[src/logic/tsa_consts.svh]
// constants for the time slot program port
`ifndef TSA_CONSTS_SVH
`define TSA_CONSTS_SVH
`define TSA_WORD_BITS 8
`define TSA_SLOT_BITS 6
`define TSA_ID_BITS 5
`define TSA_CTRL_BITS 3
`define TSA_BITS_PER_SLOT 8
`define TSA_ACK_BIT 3
`define TSA_MODE_BOTH 2'b00
`define TSA_MODE_TX 2'b01
`define TSA_MODE_RX 2'b10
`define TSA_MODE_IDLE 2'b11
`endif

[src/logic/tsa_pkg.sv]
// types for the time slot program port
package tsa_pkg;
	typedef enum logic [1:0]
	{
		TSA_READY = 2'b00,
		TSA_SHIFT = 2'b01,
		TSA_HELD = 2'b10
	} tsa_port_t;
endpackage

[src/logic/tsa_program_port.sv]
// serial programming port and frame synchronised slot update
`timescale 1ns/100ps
`include "tsa_consts.svh"
module tsa_program_port
#(
	parameter bit ADDRESSED = 1'b1
)
(
	// clock and reset
	input wire logic sys_clk_i,
	input wire logic rst_n_i,
	// host port pins
	input wire logic port_shift_clk_i,
	input wire logic group_select_i,
	input wire logic slot_word_in_i,
	input wire logic addr_word_in_i,
	input wire logic ack_in_i,
	output logic ack_out_o,
	output logic ack_oe_n_o,
	// identity straps
	input wire logic [`TSA_ID_BITS-1:0] hardwired_identity_i,
	// codec timing pins
	input wire logic codec_bit_clock_i,
	input wire logic tx_frame_sync_i,
	input wire logic rx_frame_sync_i,
	// hook status
	input wire logic hook_status_in_i,
	output logic hook_status_out_n_o,
	output logic hook_status_oe_n_o,
	// slot enables and control outputs
	output logic tx_slot_enable_o,
	output logic rx_slot_enable_o,
	output logic [`TSA_CTRL_BITS-1:0] line_control_bits_o,
	output logic powerdown_out_n_o
);
	// ------------------------------------------------------------
	// pin synchronisers
	// ------------------------------------------------------------
	// all pins resynchronised except the identity straps
	// serial data goes through the same two flops as the shift clock, so the bit
	// seen at the detected falling edge is the one that stood at the pin edge
	logic [8:0] sync1_q;
	logic [8:0] sync2_q;
	logic [8:0] prev_q;
	always_ff @(posedge sys_clk_i or negedge rst_n_i)
	begin
		if (!rst_n_i)
		begin
			sync1_q <= 9'h000;
			sync2_q <= 9'h000;
			prev_q <= 9'h000;
		end
		else
		begin
			sync1_q <= {addr_word_in_i, slot_word_in_i, hook_status_in_i, ack_in_i,
				rx_frame_sync_i, tx_frame_sync_i, codec_bit_clock_i, port_shift_clk_i,
				group_select_i};
			sync2_q <= sync1_q;
			prev_q <= sync2_q;
		end
	end
	logic sel_s;
	logic shift_fall;
	logic bit_rise;
	logic fst_s;
	logic fsr_s;
	logic hook_s;
	logic slot_s;
	logic addr_s;
	assign sel_s = sync2_q[0];
	assign slot_s = sync2_q[7];
	assign addr_s = sync2_q[8];
	assign shift_fall = prev_q[1] && !sync2_q[1];
	assign bit_rise = !prev_q[2] && sync2_q[2];
	assign fst_s = sync2_q[3];
	assign fsr_s = sync2_q[4];
	assign hook_s = sync2_q[6];

	// frame sync edges qualified on bit clock rise
	logic fst_seen_q;
	logic fsr_seen_q;
	logic fst_rise;
	logic fsr_rise;
	assign fst_rise = bit_rise && fst_s && !fst_seen_q;
	assign fsr_rise = bit_rise && fsr_s && !fsr_seen_q;
	always_ff @(posedge sys_clk_i or negedge rst_n_i)
	begin
		if (!rst_n_i)
		begin
			fst_seen_q <= 1'b0;
			fsr_seen_q <= 1'b0;
		end
		else if (bit_rise)
		begin
			fst_seen_q <= fst_s;
			fsr_seen_q <= fsr_s;
		end
	end

	// ------------------------------------------------------------
	// serial shift port
	// ------------------------------------------------------------
	tsa_pkg::tsa_port_t port_q;
	logic [`TSA_WORD_BITS-1:0] slot_sr_q;
	logic [`TSA_WORD_BITS-1:0] addr_sr_q;
	logic [3:0] shift_cnt_q;
	logic accepted;
	logic word_match;
	assign word_match = !ADDRESSED || (addr_sr_q[`TSA_ID_BITS-1:0] == hardwired_identity_i);
	assign accepted = (port_q == tsa_pkg::TSA_HELD) && word_match;

	logic acc1_q;
	logic acc2_q;
	always_ff @(posedge sys_clk_i or negedge rst_n_i)
	begin
		if (!rst_n_i)
		begin
			acc1_q <= 1'b0;
			acc2_q <= 1'b0;
		end
		else
		begin
			acc1_q <= accepted;
			acc2_q <= acc1_q;
		end
	end

	always_ff @(posedge sys_clk_i or negedge rst_n_i)
	begin
		if (!rst_n_i)
		begin
			port_q <= tsa_pkg::TSA_READY;
			slot_sr_q <= 8'h00;
			addr_sr_q <= 8'h00;
			shift_cnt_q <= 4'h0;
		end
		else if (!sel_s)
		begin
			port_q <= tsa_pkg::TSA_READY;
			shift_cnt_q <= 4'h0;
		end
		// back to ready after sync
		// a matching pair held too close to the sync waits one frame instead of being lost
		else if (fst_rise && port_q == tsa_pkg::TSA_HELD && (acc2_q || !word_match))
		begin
			port_q <= tsa_pkg::TSA_READY;
			shift_cnt_q <= 4'h0;
		end
		else if (shift_fall && port_q != tsa_pkg::TSA_HELD)
		begin
			// eight bits both words in parallel
			slot_sr_q <= {slot_sr_q[6:0], slot_s};
			addr_sr_q <= {addr_sr_q[6:0], addr_s};
			shift_cnt_q <= shift_cnt_q + 4'h1;
			port_q <= (shift_cnt_q == 4'h7) ? tsa_pkg::TSA_HELD : tsa_pkg::TSA_SHIFT;
		end
	end

	// ------------------------------------------------------------
	// active program and update at transmit sync
	// ------------------------------------------------------------
	logic [1:0] mode_q;
	logic [`TSA_SLOT_BITS-1:0] tx_slot_q;
	logic [`TSA_SLOT_BITS-1:0] rx_slot_q;
	logic tx_run_q;
	logic rx_run_q;
	logic tx_valid_q;
	logic [1:0] new_mode;
	// mode_bit_first arrives first, so sits in bit 7
	assign new_mode = slot_sr_q[7:6];
	logic update;
	assign update = fst_rise && acc2_q;

	always_ff @(posedge sys_clk_i or negedge rst_n_i)
	begin
		if (!rst_n_i)
		begin
			mode_q <= `TSA_MODE_IDLE;
			tx_slot_q <= 6'h00;
			rx_slot_q <= 6'h00;
			tx_run_q <= 1'b0;
			rx_run_q <= 1'b0;
			tx_valid_q <= 1'b0;
			line_control_bits_o <= 3'h0;
			powerdown_out_n_o <= 1'b1;
		end
		else if (update)
		begin
			mode_q <= new_mode;
			if (new_mode == `TSA_MODE_BOTH || new_mode == `TSA_MODE_TX)
			begin
				tx_slot_q <= slot_sr_q[5:0];
				tx_valid_q <= 1'b1;
			end
			if (new_mode != `TSA_MODE_TX)
				rx_slot_q <= slot_sr_q[5:0];
			tx_run_q <= (new_mode == `TSA_MODE_IDLE) ? 1'b0 :
				(new_mode == `TSA_MODE_RX) ? tx_run_q : 1'b1;
			rx_run_q <= (new_mode == `TSA_MODE_BOTH || new_mode == `TSA_MODE_RX);
			if (ADDRESSED)
				line_control_bits_o <= addr_sr_q[7:5];
			powerdown_out_n_o <= (new_mode != `TSA_MODE_IDLE);
		end
	end

	// ------------------------------------------------------------
	// slot timers
	// ------------------------------------------------------------
	logic tx_in_slot;
	logic rx_in_slot;
	logic hook_in_slot;
	logic [2:0] tx_bit;
	tsa_slot_timer u_tx
	(
		.sys_clk_i(sys_clk_i),
		.rst_n_i(rst_n_i),
		.bit_en_i(bit_rise),
		.fs_rise_i(fst_s && !fst_seen_q),
		.run_i(tx_valid_q),
		.slot_i(tx_slot_q),
		.in_slot_o(tx_in_slot),
		.bit_in_frame_o(tx_bit)
	);
	tsa_slot_timer u_rx
	(
		.sys_clk_i(sys_clk_i),
		.rst_n_i(rst_n_i),
		.bit_en_i(bit_rise),
		.fs_rise_i(fsr_s && !fsr_seen_q),
		.run_i(rx_run_q),
		.slot_i(rx_slot_q),
		.in_slot_o(rx_in_slot),
		.bit_in_frame_o()
	);
	assign hook_in_slot = tx_in_slot;

	always_ff @(posedge sys_clk_i or negedge rst_n_i)
	begin
		if (!rst_n_i)
		begin
			tx_slot_enable_o <= 1'b0;
			rx_slot_enable_o <= 1'b0;
			hook_status_out_n_o <= 1'b1;
			hook_status_oe_n_o <= 1'b1;
		end
		else
		begin
			tx_slot_enable_o <= tx_in_slot && tx_run_q;
			rx_slot_enable_o <= rx_in_slot;
			hook_status_out_n_o <= !hook_s;
			// only pull low; high comes from the pull-up
			hook_status_oe_n_o <= !(hook_in_slot && hook_s);
		end
	end

	// ------------------------------------------------------------
	// acknowledge
	// ------------------------------------------------------------
	logic ack_armed_q;
	always_ff @(posedge sys_clk_i or negedge rst_n_i)
	begin
		if (!rst_n_i)
		begin
			ack_armed_q <= 1'b0;
			ack_out_o <= 1'b0;
			ack_oe_n_o <= 1'b1;
		end
		else
		begin
			ack_out_o <= 1'b0;
			if (fst_rise && !ack_oe_n_o)
				ack_oe_n_o <= 1'b1;
			if (update)
				ack_armed_q <= 1'b1;
			if (ack_armed_q && bit_rise && tx_bit == 3'(`TSA_ACK_BIT - 1))
			begin
				ack_oe_n_o <= 1'b0;
				ack_armed_q <= 1'b0;
			end
		end
	end
endmodule

[src/logic/tsa_slot_timer.sv]
// one direction slot counter and enable generator
`timescale 1ns/100ps
`include "tsa_consts.svh"
module tsa_slot_timer
(
	// clock and reset
	input wire logic sys_clk_i,
	input wire logic rst_n_i,
	// bit clock rising edge and frame sync rising edge, both enables
	input wire logic bit_en_i,
	input wire logic fs_rise_i,
	// program
	input wire logic run_i,
	input wire logic [`TSA_SLOT_BITS-1:0] slot_i,
	// result
	output logic in_slot_o,
	output logic [2:0] bit_in_frame_o
);
	logic [2:0] bit_q;
	logic [`TSA_SLOT_BITS:0] slot_q;

	// frame sync restarts
	// counter saturates at 127, past slot 63, so it never wraps back to a programmed slot before the next frame sync
	always_ff @(posedge sys_clk_i or negedge rst_n_i)
	begin
		if (!rst_n_i)
		begin
			bit_q <= 3'h0;
			slot_q <= 7'h7f;
		end
		else if (bit_en_i && fs_rise_i)
		begin
			bit_q <= 3'h0;
			slot_q <= 7'h00;
		end
		else if (bit_en_i)
		begin
			bit_q <= bit_q + 3'h1;
			if (bit_q == 3'h7 && slot_q != 7'h7f)
				slot_q <= slot_q + 7'h01;
		end
	end

	assign in_slot_o = run_i && (slot_q == {1'b0, slot_i});
	assign bit_in_frame_o = bit_q;
endmodule

[config.mk]
export PLATFORM = sky130hd
export DESIGN_NAME = tsa_program_port
export DESIGN_NICKNAME = d
export VERILOG_FILES = /design/src/logic/tsa_pkg.sv /design/src/logic/tsa_program_port.sv /design/src/logic/tsa_slot_timer.sv
export VERILOG_INCLUDE_DIRS = /design/src /design/src/logic
export SDC_FILE = /design/constraint.sdc
export NUM_CORES = 1
export LEC_CHECK = 0
export ABC_CLOCK_PERIOD_IN_PS = 2200
export BUFFER_PORTS_ARGS = -buffer_cell sky130_fd_sc_hd__buf_2
export CORE_UTILIZATION = 26
export DETAILED_ROUTE_END_ITERATION = 10
export MAX_ROUTING_LAYER = met4
export PLACE_DENSITY = 0.53
export SYNTH_ARGS = -nofsm -noshare
export SYNTH_HDL_FRONTEND = slang
export SYNTH_HIERARCHICAL = 1
export SYNTH_SLANG_ARGS = --single-unit
export TNS_END_PERCENT = 5
[constraint.sdc]
create_clock -name sys_clk_i -period 2.2 [get_ports sys_clk_i]
set_input_delay 0.33 -clock sys_clk_i [delete_from_list [all_inputs] [get_ports sys_clk_i]]
set_output_delay 0.33 -clock sys_clk_i [all_outputs]
set_load 0.01 [all_outputs]
==> run metrics <==
row cnt=44; failing checks=negative hold slack; Reg power frac=0.507; Clk pwr share=0.378; Initial Util=0.266; Die X=124 um; CP Launch Type=flop; pwr dens=894 nW/um2; Setup Skew=0.00492 ns; largest net degree at the start of global routing=47; grt ovf=0; Initial DRC Count=115; Comb pwr share=0.115; crit-path cells=nand2b_1 -> inv_1 -> nand3b_1 -> or4_1 -> o21ai_1; DRC violations left=0; cts bufs inserted=9; Routed WL=6.62 mm; Final setup viols=0; CTS tree=built; GPL Wtd Cong=0.757; CTS clk-pin slew, worst paths=0.06 ns; Max-slew headroom=0.572; CP endpoint kind=flop; slowest CP cell=inv_1; Vias per Instance=4.49; post-layout util=0.309; Crit Path Class=flop to flop; fin crit period=1.79 ns; Cells after Synth=298; Reg-to-Reg Start=prev_q[2]; Syn Nets=321; Slew @ Worst Pin=0.642 ns; Worst R2R Setup Slack=0.41 ns; Hold/Removal Path Class=input port to asynchronous set/reset pin; routed length per instance=12.8 um; area of the mapped netlist=3870 um2; Worst Setup SP=prev_q[2]; diodes inserted=0; fin nets=351; ANT nets after route=0; P_leak=2.03 nW; Post-CTS Resized=0; # IOs=26; port buffer count=23; Core Area=14500 um2; hold_ws=-0.00217 ns; post-CTS setup repair buffer count=0; Max Cap Violations=0; switch share=0.246; layout overhead on the synthesized area=16.2%; RSZ-0062 raised after global routing=false; Arr. time, crit path=2.05 ns; Area contributors post-synth=dfrtp_1 (46%), dfstp_2 (12%), mux2_2 (6.1%); Peak Freq=560 MHz; die height=124 um; Post-synth EDFFs=0; Ys Warns=6; share of post-route cells with drive strength above 1=0.322; clk sink count=89; Post-synth ARST share=1.00; Worst R2R End=u_tx/slot_q[5]; first-pass GRT wire length=11.0 mm; Top FF cell, synth=dfrtp_1; Pint=0.00303 W; Syn Area/Cell=13.0 um2; crit path max fanout=21; most area-hungry cell type in the Yosys netlist=dfrtp_1; clock network latency to the later pin of the worst-skew pair=0.34 ns; CP max stage delay=0.48 ns; sequential area share after synthesis=0.582; CTS max path bufs=2; CTS root buf=clkbuf_16; status=complete, but fails checks; Yosys cell types=53; Final Hold Vio Count=4; initial antenna violation count=0; Global Route Usage Sum=0.0973; Yosys reg bits=89; number of max-slew violations in the final report=0; die area=15400 um2; CTS hold repair buffers=0; TritonRoute pass-1 iters=4; VDD IR-drop max=0.000425 V; Psw=0.000987 W; fillers=1514; DR vias=2319; Final HPWL DP=4.56 mm; Yosys top cell area share=0.460; vias in the first global route=2234; R2R cell count=5; setup_tns=0 ns; CP Data Required Time=2.47 ns; Final period util=0.812; H-tree levels=3
[worst max-delay path, delay by kind of cell, from the launching register on]
kind            cells  cell delay (ns)
compound gates      1             0.10
buf+inv             1             0.48
flops               1             0.37
simple gates        3             0.76
[sequential cells by signal (all words and copies together), names as in the netlist, 2 cells and up]
| signal | count |
|---|---|
| port_q | 2 |
| prev_q | 2 |
| u_rx/slot_q | 7 |
| tx_slot_q | 6 |
| sync1_q | 8 |
| sync2_q | 8 |
| line_control_bits_o | 3 |
| shift_cnt_q | 4 |
| u_tx/slot_q | 7 |
| u_rx/bit_in_frame_o | 3 |
| u_tx/bit_in_frame_o | 3 |
| addr_sr_q | 8 |
| rx_slot_q | 6 |
| slot_sr_q | 8 |
[synth_stat cells, drive strengths merged (6+ instances only)]
| cell type | count |
|---|---|
| inv | 8 |
| a31oi | 9 |
| mux2 | 32 |
| buf | 8 |
| o21ai | 7 |
| nand2 | 34 |
| dfstp | 18 |
| dfrtp | 71 |
| nand3 | 6 |
| and3 | 9 |
| xnor2 | 16 |
| ha | 7 |
| nor3b | 6 |
[logic make-up after synthesis]
group                    synth area share
AO/OA/AOI/OAI                      0.0641
XOR/XNOR                           0.0453
adder cells (fa/ha/maj)            0.0227
buffers and inverters              0.0269
flip-flops                          0.582
multiplexers                        0.109
other                            0.000970
AND/OR/NAND/NOR                     0.149
[cell usage in the layout, fill, tap and decap left out, types with 3 or more instances in the layout]
master / netlist / final
a31oi_1: 9 / 9
mux2_2: 21 / 21
and3_1: 5 / 5
ha_1: 7 / 7
inv_1: 8 / 8
xnor2_1: 16 / 16
clkbuf_16: 0 / 9
o21ai_0: 4 / 4
dfstp_2: 18 / 18
nand2b_1: 3 / 3
a41oi_1: 3 / 3
buf_4: 3 / 6
mux2_4: 11 / 11
o22ai_1: 4 / 4
nor2_1: 5 / 5
buf_2: 2 / 22
nand3_1: 4 / 4
xor2_1: 4 / 4
nand3b_1: 4 / 4
and2_1: 4 / 4
and3_2: 4 / 4
nor3b_1: 5 / 5
nor3_1: 3 / 3
nand2_1: 33 / 33
dfrtp_1: 71 / 71
[layer usage]
metal  track usage  vias to the layer above  part of all wire
li1              -                     1125                 -
met1         0.121                     1155              0.47
met2         0.147                       29              0.49
met3        0.0288                       10             0.029
met4        0.0402                        0             0.012
met5             -                        -                 0
[metrics by stage]
step / cell area [um2] / std cells / power, W / worst slack, ns / hold slack, ns
detailed placement: 4200 / 501 / 0.00253 / 0.453 / 0.340
global placement: 4200 / 501 / 0.00250 / 0.503 / 0.332
global route: 4490 / 516 / 0.00422 / 0.254 / 0.0397
CTS: 4490 / 516 / 0.00408 / 0.421 / 0.0110
floorplan: 3870 / 298 / 0.00237 / 0.662 / 0.0344
finish: 4490 / 516 / 0.00402 / 0.415 / -0.00217
[area by class of cell]
type                       count  area [um2]  share of cell area
clock inverter                 5        56.3              0.0125
clock buffer                  10         239              0.0532
multi-input combinational    191        1510               0.337
timing repair buffer          29         175              0.0390
sequential                    89        2250               0.501
tap                          184         230              0.0512
inverter                       8        30.0             0.00668
[power groups by stage]
stage / clock network (W) / logic [W] / registers, W
6_report: 0.00152 / 0.000460 / 0.00204
5_1_grt: 0.00163 / 0.000521 / 0.00208
4_1_cts: 0.00157 / 0.000469 / 0.00204
3_5_place_dp: 0 / 0.000467 / 0.00206
2_1_floorplan: 0 / 0.000363 / 0.00201
3_3_place_gp: 0 / 0.000450 / 0.00205
[how the worst max path moves through the flow]
| stage | to | slack (ns) | depth (start not counted) |
|---|---|---|---|
| 6_report | u_tx/slot_q[5] | 0.41 | 5 |
| 5_1_grt | u_rx/slot_q[5] | 0.25 | 5 |
| 3_3_place_gp | u_tx/slot_q[5] | 0.50 | 5 |
| 3_5_place_dp | u_tx/slot_q[5] | 0.45 | 5 |
| 2_1_floorplan | addr_sr_q[0] | 0.66 | 5 |
| 4_1_cts | u_tx/slot_q[5] | 0.42 | 5 |
(Power assumes the default switching activity.)
